**src/core/evb_consts.svh**
```systemverilog
`ifndef EVB_CONSTS_SVH
`define EVB_CONSTS_SVH
`define EVB_CLK_KHZ 40000
`define EVB_DEB_MS 20
`define EVB_TMO_MS 32
`define EVB_CNT_W 21
`define EVB_TAP_TOP 6'h00
`define EVB_TAP_BOT 6'h1f
`define EVB_TAP_MUTE 6'h20
`define EVB_TAP_POR 6'h06
`define EVB_BAL_LIM 7'sh20
`define EVB_BAL_FAR 7'sh10
`define EVB_VOL_B4 6'h05
`define EVB_VOL_B3 6'h0a
`define EVB_VOL_B2 6'h0f
`define EVB_VOL_B1 6'h14
`define EVB_VOL_B0 6'h1b
`define EVB_BAR_ALL 5'h1f
`define EVB_BAR_ONE 5'h01
`define EVB_LED_CTR 3'h2
`define EVB_LED_R1 3'h3
`define EVB_LED_R2 3'h4
`define EVB_LED_L1 3'h1
`define EVB_LED_L2 3'h0
`endif

```
**src/core/evb_pkg.sv**
```systemverilog
package evb_pkg;
   typedef enum logic [0:0] {
      EVB_MODE_VOL = 1'b0,
      EVB_MODE_BAL = 1'b1
   } evb_mode_e;
   typedef logic [5:0] evb_tap_t;
   typedef struct packed {
      evb_tap_t left;
      evb_tap_t right;
   } evb_taps_s;
endpackage : evb_pkg

```
**src/core/evb_debounce.sv**
```systemverilog
`timescale 1ns/10ps
`default_nettype none
`include "evb_consts.svh"
module evb_debounce #(
   parameter int unsigned STABLE_CYC = 1
) (
   input wire logic core_clk, // System clock
   input wire logic resetn, // Synchronous reset, active low
   input wire logic raw, // Contact input, idle high
   output logic clean_q // Debounced level
);
   logic meta_q;
   logic sync_q;
   logic [`EVB_CNT_W-1:0] cnt_q;

   always_ff @(posedge core_clk) begin
      if (!resetn) begin
         meta_q <= 1'b1;
         sync_q <= 1'b1;
      end else begin
         meta_q <= raw;
         sync_q <= meta_q;
      end
   end

   // New level accepted only after it holds for the full window
   always_ff @(posedge core_clk) begin
      if (!resetn) begin
         cnt_q <= '0;
         clean_q <= 1'b1;
      end else if (sync_q == clean_q) begin
         cnt_q <= '0;
      end else if (cnt_q == `EVB_CNT_W'(STABLE_CYC - 1)) begin
         cnt_q <= '0;
         clean_q <= sync_q;
      end else begin
         cnt_q <= cnt_q + 1'b1;
      end
   end
endmodule : evb_debounce
`default_nettype wire

```
**src/core/evb_top.sv**
```systemverilog
`timescale 1ns/10ps
`default_nettype none
`include "evb_consts.svh"
module evb_top import evb_pkg::*; #(
   parameter int unsigned DEB_CYC = `EVB_DEB_MS * `EVB_CLK_KHZ,
   parameter int unsigned TMO_CYC = `EVB_TMO_MS * `EVB_CLK_KHZ
) (
   input wire logic core_clk, // 40 MHz clock
   input wire logic resetn, // Synchronous reset, active low
   input wire logic encoder_phase_a, // Encoder contact A
   input wire logic encoder_phase_b, // Encoder contact B
   input wire logic mute_n, // Mute button, low when pressed
   input wire logic mode_n, // Mode button, low when pressed
   input wire logic power_down_n, // Shutdown request, active low
   input wire logic left_zero_cross, // Left terminals equal
   input wire logic right_zero_cross, // Right terminals equal
   output evb_taps_s wiper_taps, // Applied tap positions
   output logic balance_mode_lamp_oe, // Pulls lamp low when lit
   output logic [4:0] level_bar_oe // Pulls bar LEDs low when lit
);
   localparam int NIN = 5;
   logic [NIN-1:0] raw_v;
   logic [NIN-1:0] cln_v;
   logic a_c;
   logic b_c;
   logic mute_c;
   logic mode_c;
   logic pd_c;
   logic mute_prev_q;
   logic mode_prev_q;
   logic btn_lock_q;
   logic mute_ev;
   logic mode_ev;
   logic [1:0] idx_q;
   logic [1:0] idx_now;
   logic [1:0] delta;
   logic step_inc;
   logic step_dec;
   evb_mode_e mode_q;
   logic btn_mute_q;
   logic rot_mute_q;
   logic pwr_off_q;
   evb_tap_t base_q;
   logic signed [6:0] bal_q;
   logic silent;
   evb_tap_t tgt_l;
   evb_tap_t tgt_r;
   evb_tap_t pos_l;
   evb_tap_t pos_r;
   logic moved_l;
   logic moved_r;
   logic vol_mode;
   logic [2:0] lit_n;
   logic [2:0] bal_led;
   logic [4:0] bar_d;

   assign raw_v = {power_down_n, mode_n, mute_n, encoder_phase_b, encoder_phase_a};

   for (genvar i = 0; i < NIN; i++) begin : g_deb
      evb_debounce #(.STABLE_CYC(DEB_CYC)) u_deb (
         .core_clk(core_clk),
         .resetn(resetn),
         .raw(raw_v[i]),
         .clean_q(cln_v[i])
      );
   end

   assign a_c = cln_v[0];
   assign b_c = cln_v[1];
   assign mute_c = cln_v[2];
   assign mode_c = cln_v[3];
   assign pd_c = cln_v[4];
   assign vol_mode = (mode_q == EVB_MODE_VOL);

   // Quadrature position as binary count; two-state jumps are dropped
   assign idx_now = {a_c, a_c ^ b_c};
   assign delta = idx_now - idx_q;
   assign step_inc = (delta == 2'h1) && !pwr_off_q;
   assign step_dec = (delta == 2'h3) && !pwr_off_q;

   always_ff @(posedge core_clk) begin
      if (!resetn) begin
         idx_q <= 2'h2; // Idle contacts decode to count 2
      end else begin
         idx_q <= idx_now;
      end
   end

   // Button edges; a press while the other is down locks both out
   assign mute_ev = mute_prev_q && !mute_c && mode_c && !btn_lock_q;
   assign mode_ev = mode_prev_q && !mode_c && mute_c && !btn_lock_q;

   always_ff @(posedge core_clk) begin
      if (!resetn) begin
         mute_prev_q <= 1'b1;
         mode_prev_q <= 1'b1;
      end else begin
         mute_prev_q <= mute_c;
         mode_prev_q <= mode_c;
      end
   end

   always_ff @(posedge core_clk) begin
      if (!resetn) begin
         btn_lock_q <= 1'b0;
      end else if (!mute_c && !mode_c) begin
         btn_lock_q <= 1'b1;
      end else if (mute_c && mode_c) begin
         btn_lock_q <= 1'b0;
      end
   end

   always_ff @(posedge core_clk) begin
      if (!resetn) begin
         pwr_off_q <= 1'b0;
      end else begin
         pwr_off_q <= !pd_c;
      end
   end

   always_ff @(posedge core_clk) begin
      if (!resetn) begin
         mode_q <= EVB_MODE_VOL;
      end else if (mode_ev) begin
         mode_q <= vol_mode ? EVB_MODE_BAL : EVB_MODE_VOL;
      end
   end

   // Mute flags; rotation mute and button mute leave the settings intact
   always_ff @(posedge core_clk) begin
      if (!resetn) begin
         btn_mute_q <= 1'b0;
         rot_mute_q <= 1'b0;
      end else if (mute_ev) begin
         if (rot_mute_q) begin
            rot_mute_q <= 1'b0;
         end else begin
            btn_mute_q <= !btn_mute_q;
         end
      end else if (step_inc) begin
         if (btn_mute_q) begin
            btn_mute_q <= 1'b0;
         end else begin
            rot_mute_q <= 1'b0;
         end
      end else if (step_dec && vol_mode && !btn_mute_q && base_q == `EVB_TAP_BOT) begin
         rot_mute_q <= 1'b1;
      end
   end

   // Common level: the less attenuated channel; offset kept in bal_q
   always_ff @(posedge core_clk) begin
      if (!resetn) begin
         base_q <= `EVB_TAP_POR;
      end else if (vol_mode && !btn_mute_q && !rot_mute_q && !mute_ev) begin
         if (step_inc && base_q != `EVB_TAP_TOP) begin
            base_q <= base_q - 1'b1;
         end else if (step_dec && base_q != `EVB_TAP_BOT) begin
            base_q <= base_q + 1'b1;
         end
      end
   end

   // Positive offset attenuates the left channel, negative the right
   always_ff @(posedge core_clk) begin
      if (!resetn) begin
         bal_q <= 7'sh00;
      end else if (!vol_mode && !btn_mute_q && !rot_mute_q && !mute_ev) begin
         if (step_inc && bal_q != `EVB_BAL_LIM) begin
            bal_q <= bal_q + 7'sh01;
         end else if (step_dec && bal_q != -`EVB_BAL_LIM) begin
            bal_q <= bal_q - 7'sh01;
         end
      end
   end

   // Clamp at the bottom tap collapses the offset; it returns going up
   function automatic evb_tap_t tap_of(input evb_tap_t base, input logic signed [6:0] off);
      logic [6:0] sum;
      sum = {1'b0, base} + 7'(off);
      if (off == `EVB_BAL_LIM) begin
         tap_of = `EVB_TAP_MUTE;
      end else if (sum > {1'b0, `EVB_TAP_BOT}) begin
         tap_of = `EVB_TAP_BOT;
      end else begin
         tap_of = sum[5:0];
      end
   endfunction : tap_of

   assign silent = btn_mute_q || rot_mute_q || pwr_off_q;

   always_comb begin
      if (silent) begin
         tgt_l = `EVB_TAP_MUTE;
         tgt_r = `EVB_TAP_MUTE;
      end else begin
         tgt_l = tap_of(base_q, (bal_q > 7'sh00) ? bal_q : 7'sh00);
         tgt_r = tap_of(base_q, (bal_q < 7'sh00) ? -bal_q : 7'sh00);
      end
   end

   evb_wiper #(.TMO_CYC(TMO_CYC)) u_wip_l (
      .core_clk(core_clk),
      .resetn(resetn),
      .target(tgt_l),
      .zero_cross(left_zero_cross),
      .peer_moved(moved_r),
      .peer_force_en(vol_mode),
      .pos_q(pos_l),
      .moved_q(moved_l)
   );

   evb_wiper #(.TMO_CYC(TMO_CYC)) u_wip_r (
      .core_clk(core_clk),
      .resetn(resetn),
      .target(tgt_r),
      .zero_cross(right_zero_cross),
      .peer_moved(moved_l),
      .peer_force_en(vol_mode),
      .pos_q(pos_r),
      .moved_q(moved_r)
   );

   assign wiper_taps = '{left: pos_l, right: pos_r};

   // Bar length from the common level, one LED per band
   assign lit_n = 3'(base_q < `EVB_VOL_B4) + 3'(base_q < `EVB_VOL_B3)
                + 3'(base_q < `EVB_VOL_B2) + 3'(base_q < `EVB_VOL_B1)
                + 3'(base_q < `EVB_VOL_B0);

   always_comb begin
      if (bal_q == 7'sh00) begin
         bal_led = `EVB_LED_CTR;
      end else if (bal_q > 7'sh00) begin
         bal_led = (bal_q >= `EVB_BAL_FAR) ? `EVB_LED_R2 : `EVB_LED_R1;
      end else begin
         bal_led = (bal_q <= -`EVB_BAL_FAR) ? `EVB_LED_L2 : `EVB_LED_L1;
      end
   end

   always_comb begin
      if (!vol_mode) begin
         bar_d = `EVB_BAR_ONE << bal_led;
      end else if (silent) begin
         bar_d = 5'h00;
      end else begin
         bar_d = ~(`EVB_BAR_ALL << lit_n);
      end
   end

   always_ff @(posedge core_clk) begin
      if (!resetn) begin
         balance_mode_lamp_oe <= 1'b0;
         level_bar_oe <= 5'h00;
      end else begin
         balance_mode_lamp_oe <= !vol_mode;
         level_bar_oe <= bar_d;
      end
   end
endmodule : evb_top
`default_nettype wire

```
**src/core/evb_wiper.sv**
```systemverilog
`timescale 1ns/10ps
`default_nettype none
`include "evb_consts.svh"
module evb_wiper import evb_pkg::*; #(
   parameter int unsigned TMO_CYC = 1
) (
   input wire logic core_clk, // System clock
   input wire logic resetn, // Synchronous reset, active low
   input wire evb_tap_t target, // Wanted position
   input wire logic zero_cross, // High and low terminals equal
   input wire logic peer_moved, // Other wiper just moved
   input wire logic peer_force_en, // Volume mode couples the wipers
   output evb_tap_t pos_q, // Applied position
   output logic moved_q // One-cycle strobe per change
);
   logic pending;
   logic apply;
   logic [`EVB_CNT_W-1:0] tmr_q;

   assign pending = (target != pos_q);
   assign apply = pending && (zero_cross || tmr_q == `EVB_CNT_W'(TMO_CYC - 1));

   always_ff @(posedge core_clk) begin
      if (!resetn) begin
         pos_q <= `EVB_TAP_MUTE;
         moved_q <= 1'b0;
      end else begin
         moved_q <= apply;
         if (apply) begin
            pos_q <= target;
         end
      end
   end

   // Restart at a peer move gives the second wiper its own full window
   always_ff @(posedge core_clk) begin
      if (!resetn) begin
         tmr_q <= '0;
      end else if (!pending || apply) begin
         tmr_q <= '0;
      end else if (peer_force_en && peer_moved) begin
         tmr_q <= '0;
      end else begin
         tmr_q <= tmr_q + 1'b1;
      end
   end
endmodule : evb_wiper
`default_nettype wire

```
**config.mk**
```make
export PLATFORM = sky130hd
export DESIGN_NAME = evb_top
export DESIGN_NICKNAME = d
export VERILOG_FILES = /design/src/core/evb_pkg.sv /design/src/core/evb_debounce.sv /design/src/core/evb_top.sv /design/src/core/evb_wiper.sv
export VERILOG_INCLUDE_DIRS = /design/src /design/src/core
export SDC_FILE = /design/constraint.sdc
export NUM_CORES = 1
export LEC_CHECK = 0
export ABC_CLOCK_PERIOD_IN_PS = 4400
export BUFFER_PORTS_ARGS = -buffer_cell sky130_fd_sc_hd__buf_2
export CAP_MARGIN = 20
export CORE_ASPECT_RATIO = 1.75
export CORE_MARGIN = 2
export CORE_UTILIZATION = 40
export CTS_CLUSTER_DIAMETER = 30
export DETAILED_ROUTE_END_ITERATION = 7
export PLACE_DENSITY = 0.6
export SYNTH_ARGS = -nofsm -noshare
export SYNTH_HDL_FRONTEND = slang
export SYNTH_HIERARCHICAL = 1
export SYNTH_SLANG_ARGS = --single-unit
export TNS_END_PERCENT = 1
```
**constraint.sdc**
```tcl
create_clock -name core_clk -period 4.4 [get_ports core_clk]
set_input_delay 0.44 -clock core_clk [delete_from_list [all_inputs] [get_ports core_clk]]
set_output_delay 0.44 -clock core_clk [all_outputs]
set_load 0.05 [all_outputs]
```
==> key figures, run 1 <==
Status
  • Run status: complete, no violations

Route
  • Met2 Wirelength: 11,500 um
  • Routed WL: 21,600 um
  • Met3 wire length: 655 um
  • Routed vias: 8,334
  • DRC viols: 0
  • DRT Pass-1 Iters: 4
  • M1 WL: 8490 um
  • Initial drt markers: 334
  • Top routing layer used: met4
  • Antenna-violating nets left: 0
  • Wire per inst: 13.8 um
  • DR vias/cell: 5.33

STA
  • Setup_tns: 0 ns
  • F_max: 250 MHz
  • Worst-Margin Slew: 0.856 ns
  • Final Max Tran Viols: 0
  • Post-layout min period: 4.00 ns
  • Slew HR: 0.429
  • Hold Vio Cnt, Final: 0
  • RSZ-0062 raised after global routing: no
  • Final setup viols: 0
  • Period Utilization, post-route: 0.909
  • Worst Skew: 0.0210 ns

Final layout
  • Number of fill cells: 2,454
  • Area Overhead vs Synth: 17.5%
  • Diodes inserted: 0
  • Share of post-route cells with drive strength above 1: 0.110
  • Final non-filler cell total: 1,563
  • NumNets Final: 1,269

GRT
  • Pin count of the biggest net entering global routing: 34
  • GRT Total Usage: 0.163
  • Total congestion overflow: 0
  • First-pass GRT wire length: 37,800 um
  • Antenna violations before repair: 0
  • Vias in the first global route: 8,400

Clocking
  • CTS buffer count: 36
  • CTS tree: done
  • CTS clk-pin slew, worst paths: 0.05 ns
  • Clock sinks: 204
  • Hold_buf cts: 0
  • Post-CTS setup repair buffer count: 0
  • H-tree lvl count: 2
  • Worst skew pair latency: 0.51 ns
  • Clock root cell: clkbuf_16
  • Max Buffers Root-to-Sink: 3

Synthesis
  • Top_reg_cell synth: dfxtp_1
  • Post-synthesis cell type count: 62
  • Synth Cell Area: 10,300 um^2
  • Sequential element share of the synthesized area: 0.398
  • Flop and latch count out of synthesis: 204
  • Ys async rst share: 0
  • Count leader, synth: dfxtp_1
  • Leading area contributor after synthesis: dfxtp_1
  • Yosys top cell area share: 0.398
  • Syn avg cell area: 8.70 um^2
  • Top cells by area, synth: dfxtp_1, xor2_1, nor2_1
  • EDFF count, synth: 0
  • Top cells by count, synth: dfxtp_1, nor2_1, nand2_1
  • Mapped Cells: 1,179
  • Synth Warn #: 6
  • Syn Nets: 1,227

Flow run
  • Max-Cap Viols: 0

Floorplanning
  • Row count: 77
  • IO Pins: 27
  • DIE AREA: 27,000 um^2
  • Core Box Area: 25,200 um^2
  • Die outline width: 125 um
  • Starting Density: 0.407
  • Die Ht: 216 um

Pwr
  • PD cells: 414 nW/um^2
  • Leak: 4.36 nW
  • Maximum VDD drop: 321 uV

Place
  • Port-buffer cells: 26
  • Dpl hpwl: 15,300 um
  • Post-Place Cells: 1,499
  • Routability cong.: 0.836

Critical path
  • Worst EP arrival: 4.38 ns
  • Critical path endpoint category: register
  • CP startpoint kind: register
  • Critical Path RT: 4.79 ns
  • Crit path max fanout: 7
  • Worst Setup Path Type: reg -> reg

Min path
  • Worst Hold Class: in -> reg
==> report_power, final <==
part | switching (mW) | internal (mW)
clock | 0.984 | 2.04
sequential | 0.0112 | 1.87
combinational | 0.0692 | 0.0279
total | 1.06 | 3.93
==> state kept, by name, summed over array words and instances (netlist names), 2 cells and up <==
name	flops
g_deb.u_deb/clean_q	5
idx_q	2
g_deb.u_deb/sync_q	5
bal_q	7
level_bar_oe	5
g_deb.u_deb/cnt_q	105
u_wip_r/tmr_q	21
u_wip_l/pos_q	6
u_wip_l/tmr_q	21
u_wip_r/pos_q	6
g_deb.u_deb/meta_q	5
base_q	6
==> layer usage <==
layer | vias to the layer above | track usage
met4 | 0 | 0.0774
met1 | 3907 | 0.166
met5 | - | 0
met3 | 63 | 0.0302
li1 | 4251 | -
met2 | 113 | 0.314
==> worst max-delay path, cell delays in order (launching register included) <==
cell and delay [ns]:
dfxtp_1 0.36, inv_1 0.10, ha_1 0.20, or4b_4 0.53, nor2_1 0.13, or3_1 0.16
inv_1 0.05, ha_1 0.27, a21oi_1 0.20, o22ai_1 0.13, or2_2 0.29, a211oi_2 0.21
buf_4 0.16, a21oi_1 0.08, xor2_1 0.16, nor4_1 0.29, nand3_1 0.15, nor2b_2 0.24
and2_1 0.18
==> final timing paths <==
path / start / end / slack (ns) / cells after the start
setup reg to reg: bal_q[1] / u_wip_l/moved_q / 0.40 / 18
setup / recovery: bal_q[1] / u_wip_l/moved_q / 0.40 / 18
hold reg to reg: g_deb[1].u_deb/meta_q / g_deb[1].u_deb/sync_q / 0.40 / 1
hold / removal: power_down_n / g_deb[4].u_deb/meta_q / 0.11 / 2
==> metrics by stage <==
stage          power, mW  utilization  setup slack (ns)  instance area, um^2  hold slack [ns]
2_1_floorplan       1.98            -             0.344                10300            0.386
6_report            4.99        0.478             0.402                12100            0.113
5_1_grt             5.16        0.478            0.0435                12100            0.117
3_5_place_dp        2.01        0.425             0.240                10700            0.396
3_3_place_gp        2.01        0.425             0.391                10700            0.390
4_1_cts             5.07        0.477             0.215                12100           0.0941
==> area by class of cell <==
type / instances / area, um^2 / area share
inverter: 52 / 195 / 0.0162
sequential: 204 / 4080 / 0.339
tap: 316 / 395 / 0.0328
clock inverter: 21 / 337 / 0.0279
clock buffer: 43 / 988 / 0.0819
timing repair buffer: 37 / 216 / 0.0179
multi-input combinational: 890 / 5850 / 0.485
==> cells by family after synthesis <==
group | after synthesis | share of synthesized area
multiplexers | 18 | 0.0176
adder cells (fa/ha/maj) | 39 | 0.0519
flip-flops | 204 | 0.398
AND/OR/NAND/NOR | 533 | 0.281
buffers and inverters | 85 | 0.0335
XOR/XNOR | 136 | 0.119
AO/OA/AOI/OAI | 164 | 0.0989
==> layout by cell type (no fill, tap or decap), types with 15 or more instances in the layout <==
master / netlist / layout
nor2b_1: 16 / 15
mux2i_1: 18 / 18
inv_1: 52 / 52
and4_1: 17 / 17
clkbuf_16: 0 / 37
nor3_1: 20 / 20
ha_1: 33 / 33
nand3_1: 53 / 53
or3_1: 27 / 27
a21oi_1: 54 / 54
nand2_1: 87 / 87
nand2b_1: 17 / 17
buf_2: 8 / 26
dfxtp_1: 204 / 204
and3_1: 15 / 15
nand4_1: 38 / 38
o21ai_0: 50 / 50
xnor2_1: 57 / 57
nor2_1: 158 / 158
xor2_1: 77 / 77
==> what timing repair did <==
item	in CTS	in global routing
endpoints found under the hold margin	0	0
gates resized for setup	0	3
setup endpoints to repair	0	28
Note: power is estimated with default switching activity, not from simulation.
==> run 2: changes to the inputs <==
Settings changed: MAX_ROUTING_LAYER from default to met4.
==> run 2 against run 1 <==
  * Final cell count is the same
  * Design area is the same
  * Critical path depth did not move
  * Global-route usage is 0.47 points higher
  * Worst hold slack worse by 0.0011 ns
  * Register-to-register slack about the same
  * Flip-flop and latch count unchanged
==> key figures, run 2 (synthesis results as in run 1) <==
STA
  • RSZ-0062 raised after global routing: no
  • Final setup viols: 0 (unchanged)
  • F_max: 250 MHz (about the same)
  • Worst Skew: 0.0211 ns (+0.000101 ns)
  • Period Utilization, post-route: 0.909 (about the same)
  • Setup_tns: 0 ns (unchanged)
  • Final hold slack: 0.112 ns (-0.00109 ns)
  • Final Max Tran Viols: 0 (unchanged)
  • Slew HR: 0.432 (+0.00378)
  • Hold Vio Cnt, Final: 0 (unchanged)
  • Post-layout min period: 4.00 ns (-0.000386 ns)
  • Worst-Margin Slew: 0.850 ns (-0.00566 ns)

Final layout
  • Area Overhead vs Synth: 17.5% (unchanged)
  • Largest regs: g_deb.u_deb/cnt_q x105, u_wip_l/tmr_q x21, u_wip_r/tmr_q x21
  • Final core utilization: 0.478 (unchanged)
  • Most frequent cells in the layout: dfxtp_1, nor2_1, nand2_1
  • Final non-filler cell total: 1,563 (unchanged)
  • Number of fill cells: 2,454 (unchanged)
  • Largest Register: g_deb.u_deb/cnt_q
  • Max reg flops: 105 (unchanged)
  • NumNets Final: 1,269 (unchanged)
  • Most common cell after layout, fill and taps aside: dfxtp_1
  • Post-Layout Inst Area: 12,100 um^2 (unchanged)
  • Share of post-route cells with drive strength above 1: 0.110 (unchanged)
  • Diodes inserted: 0 (unchanged)

Route
  • Wire per inst: 13.8 um (-0.25%)
  • Routed WL: 21,500 um (-0.25%)
  • DRT Pass-1 Iters: 4 (unchanged)
  • Top routing layer used: met4
  • Antenna-violating nets left: 0 (unchanged)
  • M1 WL: 8480 um (about the same)
  • DRC viols: 0 (unchanged)
  • Met2 Wirelength: 11,500 um (-0.27%)
  • Routed vias: 8,316 (-0.22%)
  • Initial drt markers: 331 (-0.90%)
  • Met3 wire length: 661 um (+0.92%)
  • DR vias/cell: 5.32 (-0.22%)

Critical path
  • Critical path launch point: bal_q[1]
  • Worst EP arrival: 4.39 ns (about the same)
  • Crit path max fanout: 7 (unchanged)
  • Critical path endpoint category: register
  • CP startpoint kind: register
  • Worst Setup Path Type: reg -> reg
  • Critical Path RT: 4.79 ns (about the same)
  • Reg2reg start: bal_q[1]

Clocking
  • CTS tree: done
  • CTS clk-pin slew, worst paths: 0.05 ns (about the same)
  • H-tree lvl count: 2 (unchanged)
  • Post-CTS setup repair buffer count: 0 (unchanged)
  • Worst skew pair latency: 0.51 ns (about the same)
  • Clock root cell: clkbuf_16
  • Post-cts resize count: 0 (unchanged)
  • Hold_buf cts: 0 (unchanged)
  • Clock sinks: 204 (unchanged)
  • Max Buffers Root-to-Sink: 3 (unchanged)
  • CTS buffer count: 36 (unchanged)

Floorplanning
  • Die outline width: 125 um (unchanged)
  • DIE AREA: 27,000 um^2 (unchanged)
  • IO Pins: 27 (unchanged)
  • Starting Density: 0.407 (unchanged)
  • Die Ht: 216 um (unchanged)
  • Row count: 77 (unchanged)
  • Core Box Area: 25,200 um^2 (unchanged)

Place
  • Port-buffer cells: 26 (unchanged)
  • Routability cong.: 0.849 (+1.6%)
  • DP Area: 10,700 um^2 (unchanged)
  • Post-Place Cells: 1,499 (unchanged)
  • Dpl hpwl: 15,300 um (unchanged)

Status
  • Run status: complete, no violations

GRT
  • First-pass GRT wire length: 37,800 um (about the same)
  • GRT Total Usage: 0.168 (+0.00475)
  • Antenna violations before repair: 0 (unchanged)
  • Total congestion overflow: 0 (unchanged)
  • Vias in the first global route: 8,393 (-0.083%)
  • Pin count of the biggest net entering global routing: 34 (unchanged)

Pwr
  • Maximum VDD drop: 318 uV (-0.67%)
  • Leak: 4.36 nW (unchanged)
  • PD cells: 414 nW/um^2 (about the same)

Min path
  • Hold path startpoint: power_down_n
  • Worst Hold Class: in -> reg

Flow run
  • Max-Cap Viols: 0 (unchanged)
## run 2: final cells by class
class | instances | area, um^2 | area share
well taps | 316 | 395 | 0.0328
clock buffers | 43 | 988 | 0.0819
flip-flops and latches | 204 | 4080 | 0.339
inverters | 52 | 195 | 0.0162
clock inverters | 21 | 337 | 0.0279
multi-input cells | 890 | 5850 | 0.485
repair buffers | 37 | 216 | 0.0179
## run 2: report_power, final
group | total (mW) | switching [mW] | internal [mW]
clock network | 3.02 | 0.983 | 2.04
logic | 0.0971 | 0.0692 | 0.0279
registers | 1.88 | 0.0112 | 1.87
## run 2: path summary, 6_finish.rpt
path,end,slack (ns),cells past startpoint
max reg2reg,u_wip_l/moved_q,0.40,18
min,g_deb[4].u_deb/meta_q,0.11,2
max,u_wip_l/moved_q,0.40,18
min reg2reg,g_deb[1].u_deb/sync_q,0.40,1
## run 2: metrics by stage
step                power, mW  setup WS, ns
finish                   4.99         0.402
global route             5.16        0.0436
CTS                      5.07         0.215
detailed placement       2.01         0.240
global placement         2.01         0.391
floorplan                1.98         0.344
## run 2: routing by layer
layer,vias up,track usage
met4,0,0.0774
met3,66,0.0302
met5,-,-
li1,4248,-
met2,113,0.314
met1,3889,0.167
## run 2: worst max-delay path: stages (launching register included)
cell,delay (ns)
dfxtp_1,0.36
inv_1,0.10
ha_1,0.20
or4b_4,0.52
nor2_1,0.13
or3_1,0.16
inv_1,0.05
ha_1,0.27
a21oi_1,0.20
o22ai_1,0.13
or2_2,0.29
a211oi_2,0.21
buf_4,0.16
a21oi_1,0.08
xor2_1,0.16
nor4_1,0.29
nand3_1,0.15
nor2b_2,0.24
and2_1,0.18
==> run 3: changes to the inputs <==
Settings changed: ABC_AREA from default to 1.
==> run 3 against run 2 <==
  * Clock skew fell by 0.0069 ns
  * Count of clock-buffer cells in the layout rose by 6
  * Fmax rose by 17%
  * Via count rose by 24%
  * Flip-flop and latch count did not move
  * Non-clock buffer count fell by 8
  * Largest cell class unchanged
  * Largest power group unchanged
==> key figures, run 3 <==
Critical path
  • Worst Setup Path Type: reg -> reg
  • Reg2reg start: bal_q[0]
  • Worst Setup EP: u_wip_l/tmr_q[4]
  • Worst EP arrival: 3.83 ns (-0.56 ns)
  • Reg-to-reg setup timing slack: 0.98 ns (+0.58 ns)
  • Worst Reg-to-Reg Cells: 24 (+6)
  • RR Endpoint: u_wip_l/tmr_q[4]
  • CP startpoint kind: register
  • Critical Path RT: 4.81 ns (+0.02 ns)
  • Critical path endpoint category: register
  • Crit path max fanout: 18 (+11)
  • Critical path launch point: bal_q[0]

Clocking
  • Post-CTS setup repair buffer count: 0 (unchanged)
  • Clock root cell: clkbuf_16
  • CTS tree: done
  • CTS clk-pin slew, worst paths: 0.05 ns (about the same)
  • Post-cts resize count: 0 (unchanged)
  • Worst skew pair latency: 0.53 ns (+0.02 ns)
  • Hold_buf cts: 0 (unchanged)
  • H-tree lvl count: 2 (unchanged)
  • Clock sinks: 204 (unchanged)
  • Max Buffers Root-to-Sink: 3 (unchanged)
  • CTS buffer count: 41 (+14%)

STA
  • Setup_tns: 0 ns (unchanged)
  • Final setup viols: 0 (unchanged)
  • Worst-Margin Slew: 0.588 ns (-0.262 ns)
  • Hold Vio Cnt, Final: 0 (unchanged)
  • Worst Skew: 0.0142 ns (-0.00691 ns)
  • F_max: 292 MHz (+17%)
  • Final Max Tran Viols: 0 (unchanged)
  • Post-layout min period: 3.42 ns (-0.576 ns)
  • Slew HR: 0.608 (+0.176)
  • Period Utilization, post-route: 0.778 (-0.131)
  • RSZ-0062 raised after global routing: no
  • Fin worst setup slack: 0.978 ns (+0.576 ns)

Synthesis
  • Top_reg_cell synth: dfxtp_1
  • Count leader, synth: nand2_1
  • Sequential element share of the synthesized area: 0.349 (-0.0486)
  • Syn Nets: 1,739 (+42%)
  • Syn avg cell area: 6.91 um^2 (-21%)
  • Synth Cell Area: 11,700 um^2 (+14%)
  • EDFF count, synth: 0 (unchanged)
  • Yosys top cell area share: 0.349 (-0.0486)
  • Post-synthesis cell type count: 40 (-35%)
  • Ys async rst share: 0 (unchanged)
  • Top cells by count, synth: nand2_1, nor2_1, dfxtp_1
  • Synth Warn #: 6 (unchanged)
  • Top cells by area, synth: dfxtp_1, nand2_1, nor2_1
  • Leading area contributor after synthesis: dfxtp_1
  • Flop and latch count out of synthesis: 204 (unchanged)
  • Mapped Cells: 1,691 (+43%)

Floorplanning
  • Row count: 82 (+6.5%)
  • IO Pins: 27 (unchanged)
  • Die outline width: 133 um (+6.5%)
  • Starting Density: 0.407 (about the same)
  • DIE AREA: 30,700 um^2 (+14%)
  • Core Box Area: 28,700 um^2 (+14%)
  • Die Ht: 230 um (+6.6%)

Route
  • DR vias/cell: 4.79 (-10%)
  • DRC viols: 0 (unchanged)
  • Antenna-violating nets left: 0 (unchanged)
  • DRT Pass-1 Iters: 7 (+3)
  • Initial drt markers: 372 (+12%)
  • Wire per inst: 12.1 um (-12%)
  • Routed vias: 10,300 (+24%)
  • Routed WL: 26,000 um (+21%)

Final layout
  • Largest regs: g_deb.u_deb/cnt_q x105, u_wip_l/tmr_q x21, u_wip_r/tmr_q x21
  • NumNets Final: 1,789 (+41%)
  • Final non-filler cell total: 2,151 (+38%)
  • Area Overhead vs Synth: 15.8%
  • Largest Register: g_deb.u_deb/cnt_q
  • Diodes inserted: 0 (unchanged)
  • Most common cell after layout, fill and taps aside: nand2_1
  • Max reg flops: 105 (unchanged)
  • Share of post-route cells with drive strength above 1: 0.137 (+0.0272)
  • Most frequent cells in the layout: nand2_1, nor2_1, dfxtp_1

GRT
  • Antenna violations before repair: 0 (unchanged)
  • GRT Total Usage: 0.177 (+0.00965)
  • First-pass GRT wire length: 44,200 um (+17%)
  • Vias in the first global route: 10,000 (+20%)
  • Total congestion overflow: 0 (unchanged)
  • Pin count of the biggest net entering global routing: 31 (-8.8%)

Flow run
  • Max-Cap Viols: 0 (unchanged)

Place
  • Port-buffer cells: 26 (unchanged)
  • Post-Place Cells: 2,076 (+38%)
  • Dpl hpwl: 19,100 um (+25%)
  • Routability cong.: 0.861 (+1.4%)
  • Placement Setup Slack: 0.968 ns (+0.729 ns)

Pwr
  • PD cells: 381 nW/um^2 (-8.0%)
  • Maximum VDD drop: 251 uV (-21%)
  • Total power: 5.16 mW (+3.2%)
  • Leak: 5.20 nW (+19%)

Status
  • Run status: complete, no violations

Min path
  • Worst Hold Class: in -> reg
-- run 3: cell count changes after synthesis, sizes merged, moves of 17 or more --
cell	before	now
nor2	158	347
mux2i	18	0
inv	52	200
nor4	17	0
xor2	77	38
or3	27	0
clkbuf	21	2
or4	17	0
nand2b	17	0
and4	27	0
a21oi	54	97
nand2	87	457
nand3	55	112
-- run 3: kinds of logic (layout without fill, tap and decap cells) --
logic type                 count (synthesis)  after routing  synth area share
and+or+nand+nor                          994            994             0.382
buffers and inverters                    222            304            0.0822
DFF                                      204            204             0.349
AOI/OAI and AO/OA                        151            151            0.0804
xor gates and xnor gates                  81             81            0.0607
adders and majority gates                 39             39            0.0456
-- run 3: worst max-delay path: stages (launching register included) --
cell and delay, ns:
dfxtp_1 0.43, inv_2 0.10, ha_1 0.23, nand2_2 0.10, nor2_4 0.05, nand3_1 0.13, nand2_2 0.10, nor2_1 0.11
ha_1 0.19, inv_1 0.06, fa_1 0.40, nor3_1 0.21, nor2_1 0.09, nand3_1 0.12, a21oi_1 0.06, nor2_1 0.13
inv_1 0.07, nand2_1 0.06, nand2_1 0.05, nor2_1 0.10, nand3_1 0.11, nand3_1 0.10, inv_1 0.07, nand2_4 0.18
nor2_1 0.06
-- run 3: final cells by class --
type                    count  area (um^2)
fillers                  2987        15200
multi-input cells        1265         6650
flip-flops and latches    204         4080
clock buffers              49         1150
inverters                 200          763
well taps                 378          473
clock inverters            26          274
repair buffers             29          153
-- run 3: stage by stage --
stage | utilization | area [um^2] | hold WS (ns)
floorplan | - | 11700 | 0.380
global placement | 0.422 | 12100 | 0.384
detailed placement | 0.422 | 12100 | 0.390
CTS | 0.471 | 13500 | 0.0595
global route | 0.471 | 13500 | 0.0838
finish | 0.471 | 13500 | 0.0790
-- run 3: per-layer routing --
layer | routed length, um | GRT usage | part of all wire
met5 | 0 | - | 0
met4 | 925 | 0.0771 | 0.036
met3 | 726 | 0.0309 | 0.028
met2 | 14200 | 0.344 | 0.55
met1 | 10100 | 0.169 | 0.39
-- run 3: where the power goes --
group	switching, mW	internal [mW]	total (mW)
logic	0.0920	0.0306	0.123
clock network	1.04	2.10	3.15
registers	0.0144	1.87	1.88
-- run 3: how the worst min path moves through the flow --
stage,startpoint,to,cells past startpoint
CTS,power_down_n,g_deb[4].u_deb/meta_q,3
detailed placement,g_deb[1].u_deb/meta_q,g_deb[1].u_deb/sync_q,2
global route,encoder_phase_a,g_deb[0].u_deb/meta_q,3
global placement,g_deb[1].u_deb/meta_q,g_deb[1].u_deb/sync_q,2
finish,mode_n,g_deb[3].u_deb/meta_q,3
floorplan,g_deb[0].u_deb/meta_q,g_deb[0].u_deb/sync_q,2
